<file path="src/hw/lcag_pkg.sv">
// package of constants and types for the lifecycle access gate
package lcag_pkg;
  typedef enum logic [7:0] {
    chip_manufacturing_state = 8'h01,
    secure_dev_state = 8'h02,
    nonsecure_dev_state = 8'h04,
    deployed_state = 8'h08,
    locked_debug_state = 8'h10,
    locked_boot_state = 8'h20,
    return_request_state = 8'h40,
    return_ack_state = 8'h80
  } lcag_lc_type;
  typedef enum logic [1:0] {
    AU_IDLE = 2'h1,
    AU_WAIT = 2'h2
  } lcag_au_type;
  typedef struct packed {
    logic [1:0] dbg_level;
    logic dbg_conn;
    logic dbg_secure;
    logic sp_en;
    logic sp_sec_flash;
    logic sp_ns_flash;
  } lcag_acc_type;
  typedef struct packed {
    logic valid;
    logic flash;
    logic secure;
  } lcag_sp_req_type;
  localparam logic [1:0] DEBUG_NONE_LEVEL = 2'h0;
  localparam logic [1:0] DEBUG_NONSECURE_LEVEL = 2'h1;
  localparam logic [1:0] DEBUG_FULL_LEVEL = 2'h2;
  localparam logic [7:0] OFS_STATUS = 8'h00;
  localparam logic [7:0] OFS_CMD = 8'h04;
  localparam logic [7:0] OFS_KEY = 8'h08;
  localparam logic [7:0] OFS_CHAL = 8'h0c;
  localparam logic [7:0] OFS_RESP = 8'h10;
  localparam logic [7:0] OFS_RESULT = 8'h14;
  localparam logic [3:0] OP_ADVANCE = 4'h1;
  localparam logic [3:0] OP_REGRESS = 4'h2;
  localparam logic [3:0] OP_ERASE = 4'h3;
  localparam logic [3:0] OP_INJ_SDK = 4'h4;
  localparam logic [3:0] OP_INJ_NSDK = 4'h5;
  localparam logic [3:0] OP_INJ_RAK = 4'h6;
  localparam logic [3:0] OP_INJ_UID = 4'h7;
  localparam logic [3:0] OP_INJ_HUK = 4'h8;
  localparam int CMD_OP_POS = 0;
  localparam int CMD_TGT_POS = 8;
  localparam int ST_LC_POS = 0;
  localparam int ST_LVL_POS = 8;
  localparam int ST_KEYS_POS = 12;
  localparam int ST_BUSY_POS = 20;
  localparam int ST_LOADED_POS = 21;
  localparam int RES_OK_POS = 0;
  localparam int RES_BAD_POS = 1;
  localparam int RES_ERR_POS = 2;
  localparam logic [31:0] LFSR_SEED = 32'h1357_9bdf;
endpackage

</file>
<file path="src/hw/lcag_gate.sv">
// lifecycle state holder with debug and serial programming access gating
//
// Strobed register access and the register addresses are this design's own decisions.
`timescale 1ns/100ps
`default_nettype none
module lcag_gate (
  input wire logic CLK,
  input wire logic RESET_N,
  input wire logic [7:0] ADDR,
  input wire logic [31:0] WDATA,
  input wire logic WR,
  input wire logic RD,
  output logic [31:0] RDATA,
  input wire logic [7:0] NV_STATE,
  output logic NV_WR,
  output logic [7:0] NV_WDATA,
  output logic FLASH_ERASE_ALL,
  input wire logic DBG_REQ,
  output logic DBG_GRANT,
  output lcag_pkg::lcag_acc_type ACCESS,
  input wire lcag_pkg::lcag_sp_req_type SP_REQ,
  output logic SP_GRANT,
  output logic SP_REJECT
);
  lcag_pkg::lcag_lc_type lc_q, tgt, au_tgt_q;
  lcag_pkg::lcag_au_type au_q;
  lcag_pkg::lcag_acc_type acc_d, acc_q;
  logic loaded_q;
  logic [3:0] op;
  logic cmd_wr, resp_wr, resp_good;
  logic adv_ok, reg_ok, erase_ok, inj_ok, cmd_ok;
  logic [31:0] key_data_q, sdk_q, nsdk_q;
  logic [4:0] key_v_q;
  logic [31:0] lfsr_q, chal_q, au_key_q;
  logic res_ok_q, res_bad_q, res_err_q;
  logic nv_wr_q, erase_q, dbg_s1_q, dbg_s2_q;
  logic sp_grant_q, sp_reject_q;
  logic [31:0] rd_mux, rdata_q;
  // restrictiveness order; return states sit outside the forward chain
  function automatic logic [2:0] rank(input lcag_pkg::lcag_lc_type s);
    case (s)
      lcag_pkg::chip_manufacturing_state: rank = 3'h1;
      lcag_pkg::secure_dev_state: rank = 3'h2;
      lcag_pkg::nonsecure_dev_state: rank = 3'h3;
      lcag_pkg::deployed_state: rank = 3'h4;
      lcag_pkg::locked_debug_state: rank = 3'h5;
      lcag_pkg::locked_boot_state: rank = 3'h6;
      default: rank = 3'h0;
    endcase
  endfunction

  // key_v_q bits: 0 secure debug, 1 nonsecure debug, 2 return, 3 unique id, 4 hw key
  assign op = WDATA[lcag_pkg::CMD_OP_POS +: 4];
  assign tgt = lcag_pkg::lcag_lc_type'(WDATA[lcag_pkg::CMD_TGT_POS +: 8]);
  assign cmd_wr = WR && ADDR == lcag_pkg::OFS_CMD && loaded_q && au_q == lcag_pkg::AU_IDLE;
  assign resp_wr = WR && ADDR == lcag_pkg::OFS_RESP && au_q == lcag_pkg::AU_WAIT;
  assign resp_good = resp_wr && WDATA == (chal_q ^ au_key_q);

  always_comb begin
    adv_ok = 1'b0;
    reg_ok = 1'b0;
    erase_ok = 1'b0;
    inj_ok = 1'b0;
    if (cmd_wr) begin
      case (op)
        lcag_pkg::OP_ADVANCE: begin
          // forward only, and manufacturing exit waits for both identity items
          adv_ok = rank(lc_q) != 3'h0 && rank(tgt) > rank(lc_q) &&
                   (lc_q != lcag_pkg::chip_manufacturing_state || &key_v_q[4:3]);
        end
        lcag_pkg::OP_REGRESS: begin
          reg_ok = (lc_q == lcag_pkg::nonsecure_dev_state &&
                    tgt == lcag_pkg::secure_dev_state && key_v_q[0]) ||
                   (lc_q == lcag_pkg::deployed_state &&
                    tgt == lcag_pkg::nonsecure_dev_state && key_v_q[1]);
        end
        lcag_pkg::OP_ERASE: begin
          erase_ok = lc_q == lcag_pkg::nonsecure_dev_state ||
                     lc_q == lcag_pkg::deployed_state;
        end
        lcag_pkg::OP_INJ_SDK, lcag_pkg::OP_INJ_RAK: begin
          inj_ok = lc_q == lcag_pkg::secure_dev_state;
        end
        lcag_pkg::OP_INJ_NSDK: begin
          inj_ok = lc_q == lcag_pkg::nonsecure_dev_state;
        end
        lcag_pkg::OP_INJ_UID, lcag_pkg::OP_INJ_HUK: begin
          inj_ok = lc_q == lcag_pkg::chip_manufacturing_state;
        end
        default: begin
          inj_ok = 1'b0;
        end
      endcase
    end
  end
  assign cmd_ok = adv_ok || reg_ok || erase_ok || inj_ok;
  // state is read from the store once after reset; a bad code fails closed to locked boot
  always_ff @(posedge CLK or negedge RESET_N) begin
    if (!RESET_N) begin
      lc_q <= lcag_pkg::chip_manufacturing_state;
      loaded_q <= 1'b0;
    end else if (!loaded_q) begin
      loaded_q <= 1'b1;
      lc_q <= $onehot(NV_STATE) ? lcag_pkg::lcag_lc_type'(NV_STATE) :
              lcag_pkg::locked_boot_state;
    end else if (adv_ok) begin
      lc_q <= tgt;
    end else if (erase_ok) begin
      lc_q <= lcag_pkg::secure_dev_state;
    end else if (resp_good) begin
      lc_q <= au_tgt_q;
    end
  end

  always_ff @(posedge CLK or negedge RESET_N) begin
    if (!RESET_N) begin
      nv_wr_q <= 1'b0;
      erase_q <= 1'b0;
    end else begin
      nv_wr_q <= adv_ok || erase_ok || resp_good;
      erase_q <= erase_ok;
    end
  end
  assign NV_WR = nv_wr_q;
  assign NV_WDATA = lc_q;
  assign FLASH_ERASE_ALL = erase_q;

  // keys are staged, then committed by an inject; the return, unique id and hw keys are only flagged present
  always_ff @(posedge CLK or negedge RESET_N) begin
    if (!RESET_N) begin
      key_data_q <= '0;
      sdk_q <= '0;
      nsdk_q <= '0;
      key_v_q <= '0;
    end else begin
      if (WR && ADDR == lcag_pkg::OFS_KEY) begin
        key_data_q <= WDATA;
      end
      // inject op codes run in the same order as the key flag bits
      if (inj_ok) begin
        key_v_q[3'(op - lcag_pkg::OP_INJ_SDK)] <= 1'b1;
      end
      if (inj_ok && op == lcag_pkg::OP_INJ_SDK) begin
        sdk_q <= key_data_q;
      end
      if (inj_ok && op == lcag_pkg::OP_INJ_NSDK) begin
        nsdk_q <= key_data_q;
      end
    end
  end
  // free-running challenge source; unpredictable on the bus, not cryptographic
  always_ff @(posedge CLK or negedge RESET_N) begin
    if (!RESET_N) begin
      lfsr_q <= lcag_pkg::LFSR_SEED;
    end else begin
      lfsr_q <= {lfsr_q[30:0], lfsr_q[31] ^ lfsr_q[21] ^ lfsr_q[1] ^ lfsr_q[0]};
    end
  end

  always_ff @(posedge CLK or negedge RESET_N) begin
    if (!RESET_N) begin
      au_q <= lcag_pkg::AU_IDLE;
      au_tgt_q <= lcag_pkg::chip_manufacturing_state;
      chal_q <= '0;
      au_key_q <= '0;
    end else begin
      case (au_q)
        lcag_pkg::AU_IDLE: begin
          if (reg_ok) begin
            au_q <= lcag_pkg::AU_WAIT;
            au_tgt_q <= tgt;
            chal_q <= lfsr_q;
            au_key_q <= tgt == lcag_pkg::secure_dev_state ? sdk_q : nsdk_q;
          end
        end
        lcag_pkg::AU_WAIT: begin
          // one attempt per challenge so a replayed answer never matches twice
          if (resp_wr) begin
            au_q <= lcag_pkg::AU_IDLE;
            chal_q <= '0;
          end
        end
        default: begin
          au_q <= lcag_pkg::AU_IDLE;
        end
      endcase
    end
  end

  always_ff @(posedge CLK or negedge RESET_N) begin
    if (!RESET_N) begin
      res_ok_q <= 1'b0;
      res_bad_q <= 1'b0;
      res_err_q <= 1'b0;
    end else begin
      if (reg_ok) begin
        res_ok_q <= 1'b0;
        res_bad_q <= 1'b0;
      end else if (resp_wr) begin
        res_ok_q <= resp_good;
        res_bad_q <= !resp_good;
      end
      if (WR && ADDR == lcag_pkg::OFS_CMD) begin
        res_err_q <= !cmd_ok;
      end
    end
  end
  // gating waits for the stored state so the reset value never opens the debug port
  always_comb begin
    acc_d = '0;
    if (loaded_q) begin
      case (lc_q)
        lcag_pkg::chip_manufacturing_state, lcag_pkg::return_ack_state: begin
          acc_d.dbg_level = lcag_pkg::DEBUG_FULL_LEVEL;
          acc_d.sp_en = 1'b1;
        end
        lcag_pkg::secure_dev_state: begin
          acc_d.dbg_level = lcag_pkg::DEBUG_FULL_LEVEL;
          acc_d.sp_en = 1'b1;
          acc_d.sp_sec_flash = 1'b1;
          acc_d.sp_ns_flash = 1'b1;
        end
        lcag_pkg::nonsecure_dev_state: begin
          acc_d.dbg_level = lcag_pkg::DEBUG_NONSECURE_LEVEL;
          acc_d.sp_en = 1'b1;
          acc_d.sp_ns_flash = 1'b1;
        end
        lcag_pkg::deployed_state, lcag_pkg::locked_debug_state,
        lcag_pkg::return_request_state: begin
          acc_d.dbg_level = lcag_pkg::DEBUG_NONE_LEVEL;
          acc_d.sp_en = 1'b1;
        end
        default: begin
          acc_d.dbg_level = lcag_pkg::DEBUG_NONE_LEVEL;
        end
      endcase
      acc_d.dbg_conn = acc_d.dbg_level != lcag_pkg::DEBUG_NONE_LEVEL;
      acc_d.dbg_secure = acc_d.dbg_level == lcag_pkg::DEBUG_FULL_LEVEL;
    end
  end

  always_ff @(posedge CLK or negedge RESET_N) begin
    if (!RESET_N) begin
      acc_q <= '0;
    end else begin
      acc_q <= acc_d;
    end
  end
  assign ACCESS = acc_q;

  always_ff @(posedge CLK or negedge RESET_N) begin
    if (!RESET_N) begin
      dbg_s1_q <= 1'b0;
      dbg_s2_q <= 1'b0;
    end else begin
      dbg_s1_q <= DBG_REQ;
      dbg_s2_q <= dbg_s1_q;
    end
  end
  assign DBG_GRANT = dbg_s2_q && acc_q.dbg_conn;

  // flash requests need the matching area right; non-flash ones need only sp_en
  always_ff @(posedge CLK or negedge RESET_N) begin
    if (!RESET_N) begin
      sp_grant_q <= 1'b0;
      sp_reject_q <= 1'b0;
    end else begin
      sp_grant_q <= SP_REQ.valid && acc_q.sp_en && (!SP_REQ.flash ||
                    (SP_REQ.secure ? acc_q.sp_sec_flash : acc_q.sp_ns_flash));
      sp_reject_q <= SP_REQ.valid && !(acc_q.sp_en && (!SP_REQ.flash ||
                     (SP_REQ.secure ? acc_q.sp_sec_flash : acc_q.sp_ns_flash)));
    end
  end
  assign SP_GRANT = sp_grant_q;
  assign SP_REJECT = sp_reject_q;

  always_comb begin
    rd_mux = '0;
    case (ADDR)
      lcag_pkg::OFS_STATUS: begin
        rd_mux[lcag_pkg::ST_LC_POS +: 8] = lc_q;
        rd_mux[lcag_pkg::ST_LVL_POS +: 2] = acc_q.dbg_level;
        rd_mux[lcag_pkg::ST_KEYS_POS +: 5] = key_v_q;
        rd_mux[lcag_pkg::ST_BUSY_POS] = au_q == lcag_pkg::AU_WAIT;
        rd_mux[lcag_pkg::ST_LOADED_POS] = loaded_q;
      end
      lcag_pkg::OFS_CHAL: begin
        rd_mux = chal_q;
      end
      lcag_pkg::OFS_RESULT: begin
        rd_mux[lcag_pkg::RES_OK_POS] = res_ok_q;
        rd_mux[lcag_pkg::RES_BAD_POS] = res_bad_q;
        rd_mux[lcag_pkg::RES_ERR_POS] = res_err_q;
      end
      default: begin
        rd_mux = '0;
      end
    endcase
  end

  always_ff @(posedge CLK or negedge RESET_N) begin
    if (!RESET_N) begin
      rdata_q <= '0;
    end else begin
      rdata_q <= RD ? rd_mux : '0;
    end
  end
  assign RDATA = rdata_q;
endmodule
`default_nettype wire

</file>
<file path="config.mk">
export PLATFORM = sky130hd
export DESIGN_NAME = lcag_gate
export DESIGN_NICKNAME = d
export VERILOG_FILES = /design/src/hw/lcag_pkg.sv /design/src/hw/lcag_gate.sv
export SDC_FILE = /design/constraint.sdc
export NUM_CORES = 1
export LEC_CHECK = 0
export BUFFER_PORTS_ARGS = -buffer_cell sky130_fd_sc_hd__buf_2
export CAP_MARGIN = 25
export CORE_ASPECT_RATIO = 1.4
export CORE_MARGIN = 2
export CORE_UTILIZATION = 35
export CTS_BUF_LIST = sky130_fd_sc_hd__clkbuf_16
export DETAILED_ROUTE_END_ITERATION = 10
export SYNTH_ARGS = -nofsm -noshare
export SYNTH_HDL_FRONTEND = slang
export SYNTH_SLANG_ARGS = --single-unit
</file>
<file path="constraint.sdc">
create_clock -name CLK -period 4.3 [get_ports CLK]
set_clock_uncertainty 0.15 [all_clocks]
set_input_delay 0.86 -clock CLK [delete_from_list [all_inputs] [get_ports CLK]]
set_output_delay 0.86 -clock CLK [all_outputs]
set_load 0.1 [all_outputs]
</file>
==> summary.md <==
| Metric | Value |
|---|---|
| Outcome | `complete, no violations` |
| Seq/Total Area, Yosys | `57.3%` |
| Core box area | `32,500 sq um` |
| Root Driver | `clkbuf_16` |
| Io pins | `108` |
| Vias per cell | `5.05` |
| Final WL | `28,900 um` |
| Lkg Pwr | `6.63 nW` |
| Critical path buffers and inverters | `5` |
| Post-CTS Setup Inserts | `0` |
| GRT Util Overall | `17.1%` |
| Final design utilization | `41.8%` |
| PnR Total Power | `5.29 mW` |
| Row count | `about 80` |
| Largest stage delay on the critical path | `530 ps` |
| Initial antenna violation count | `1` |
| Clock share of power | `a little over two fifths` |
| Max-slew headroom | `33.0%` |
| Worst Hold Class | `input port to asynchronous set/reset pin` |
| Internal power | `3.94 mW` |
| #FFs+latches synth | `~260` |
| Combinational share of power | `10.1%` |
| Hold_ws | `154 ps` |
| Fillers | `3,109` |
| Max-Cap Viols | `0` |
| Die Area | `between 30,000 and 40,000 sq um` |
| Least-Margin Pin Slew | `1000 ps` |
| CP max FO | `16` |
| Hold Violations, Final | `0` |
| Area after DPL | `between 10,000 and 15,000 sq um` |
| Synth-to-Final Area Change | `17.3%` |
| Crit Path Class | `input port to flop` |
| Syn Inst Count | `970` |
| Post-cts repair resize count | `0` |
| Max IR drop VDD | `0.000266 V` |
| Via count | `7,775` |
| Final instance area | `between 10,000 and 15,000 sq um` |
| Worst-path clk slew | `60 ps` |
| RSZ-0062 raised after global routing | `false` |
| # DRC | `0` |
| Cell variety after synth | `59` |
| IO buf count | `approximately 110` |
| Net Count, Synth | `about 1.0k` |
| FFs w/ async S/R, synth | `between 90% and 100%` |
| Min Clock Period, post-route | `3850 ps` |
| GRT Residual Overflow | `0` |
| CP required | `about 4600 ps` |
| Die Width | `158 um` |
| R2r setup slk | `600 ps` |
| Later-pin clock latency in the skew report | `540 ps` |
| Nets@finish | `1,145` |
| First drt pass iteration count | `5` |
| CTS tree | `done` |
| Layout cell share with drive strength beyond 1 | `28.0%` |
| Switching power share of the total | `25.4%` |
| Mean Syn Cell Area | `11.9 sq um` |
| Post-DP HPWL | `~20,000 um` |
| CP Cell Sequence | `buf_2 -> fa_1 -> inv_1 -> fa_1 -> fa_1 -> inv_1 -> ha_2 -> inv_1 -> fa_2 -> a2111oi_2 -> a21oi_1 -> nor3_2 -> buf_4 -> a21oi_1 -> a31o_2 -> a21oi_1` |
| H-tree Lvls | `1` |
| Die Y-Extent | `219 um` |
| CTS Hold Bufs | `0` |
| DRT antenna net count | `0` |
| CTS Buf Count | `26` |
| Initial DRC Count | `487` |
| CP Launch Type | `input port` |
| Avg WL per Cell | `18.8 um` |
| WP data arrival | `4160 ps` |
| Pwr Density | `389 nW/um^2` |
| Clock sink count | `between 200 and 300` |
| Seq pwr share | `between 40 and 50%` |
| Highest clock rate | `260 MHz` |
| Largest net degree at the start of global routing | `93` |
| CP max-delay cell | `fa_1` |
| Synth warn | `0` |
| Primary FF master, synth | `dfrtp_1` |
| Starting Density | `35.7%` |
| Area of the mapped netlist | `about 12,000 sq um` |
| Global-route wire length before repair | `45,300 um` |
| Critical path's top delay family | `adder cells` |
| Critical Path Sink Type | `flop` |
| Vias in the first global route | `between 7k and 8k` |
| Post-synth EDFFs | `0` |
| Clk buf depth | `3` |
| Tcrit/Tclk final | `approximately nine tenths` |
| Psw | `1.34 mW` |
| Final setup vio count | `0` |
| Fin. max-slew vios | `0` |
| RD Place Congestion | `0.840` |
==> registers in the layout (all words and copies together) (netlist names), 2 cells and up <==
register,count
ACCESS,7
NV_WDATA,8
RDATA,32
au_key_q,32
au_q,2
au_tgt_q,8
chal_q,32
key_data_q,32
key_v_q,5
lfsr_q,32
nsdk_q,32
sdk_q,32
==> power groups by stage <==
| stage | Clock [mW] | Sequential [mW] | Combinational (mW) |
|---|---|---|---|
| 2_1_floorplan | 0 | 2.66 | 0.259 |
| 3_5_place_dp | 0 | 2.60 | 0.535 |
| 5_1_grt | 2.37 | 2.55 | 0.585 |
| 4_1_cts | 2.26 | 2.55 | 0.536 |
| 3_3_place_gp | 0 | 2.60 | 0.525 |
| 6_report | 2.20 | 2.55 | 0.533 |
==> path summary, 6_finish.rpt <==
check | startpoint | end | depth (start not counted)
worst max-delay path | NV_STATE[0] | NV_WDATA[4] | 16
worst min-delay path | RESET_N | key_data_q[7] | 1
worst max register to register | NV_WDATA[5] | NV_WDATA[4] | 12
worst min register to register | lfsr_q[6] | lfsr_q[7] | 0
max in group asynchronous | RESET_N | lfsr_q[22] | 2
min in group CLK | lfsr_q[6] | lfsr_q[7] | 0
==> layout by cell type (no fill, tap or decap), drive strengths merged, types with 10 or more instances in the layout <==
cell and instances:
nand3 41, and2 29, a22o 14, xor2 19, nor4b 11, nand4 15, a21oi 23, xnor2 24
clkinv 12, nand2 130, dfrtp 241, or4 10, mux2 95, mux2i 33, o21ai 53, nor4 10
buf 139, nor2 18, clkbuf 27, xnor3 16, dfstp 23, inv 23
==> logic make-up (layout without fill, tap and decap cells) <==
| logic type | Yosys count | after routing | share of synthesized area [%] |
|---|---|---|---|
| xor gates and xnor gates | 59 | 59 | 6.36 |
| and+or+nand+nor | 312 | 312 | 13.9 |
| DFF | 264 | 264 | 57.3 |
| muxes | 128 | 128 | 12.1 |
| AOI/OAI and AO/OA | 121 | 121 | 6.53 |
| buffers and inverters | 75 | 204 | 2.53 |
| other | 1 | 2 | 0.0324 |
| adders and majority gates | 10 | 10 | 1.34 |
==> cell usage after synthesis (19+ instances only) <==
cell	instances	area [sq um]
dfrtp_1	241	6030
nand2_1	130	488
mux2_2	95	1070
o21ai_0	52	260
clkbuf_1	44	165
nand3_1	41	205
mux2i_1	33	330
and2_1	29	181
xnor2_1	24	210
a21oi_1	23	115
dfstp_2	23	604
xor2_1	19	166
==> metal layers <==
metal	track usage (%)	routed length, um	vias to the layer above
li1	-	-	3599
met1	21.6	12100	3889
met2	29.1	14200	221
met3	2.17	1300	66
met4	7.73	1270	0
met5	0	0	-
==> stage by stage <==
stage / setup TNS (ps) / instances / setup slack (ps)
after floorplan: -234 / 970 / -77.8
after global placement: -159 / 1491 / -45.3
after detailed placement: -440 / 1491 / -103
after CTS: 0 / 1539 / 463
after global routing: 0 / 1539 / 185
final: 0 / 1540 / 454
==> cell type report <==
cell class              count  area (sq um)  share of cell area (%)
diodes                      1          2.50                  0.0184
clock buffers              27           676                    4.97
clock inverters            21           141                    1.04
inverters                  17          63.8                   0.470
multi-input cells         631          4700                    34.6
flip-flops and latches    264          6640                    48.8
well taps                 440           551                    4.05
repair buffers            139           823                    6.06
Power figures use the tool's default switching activity.
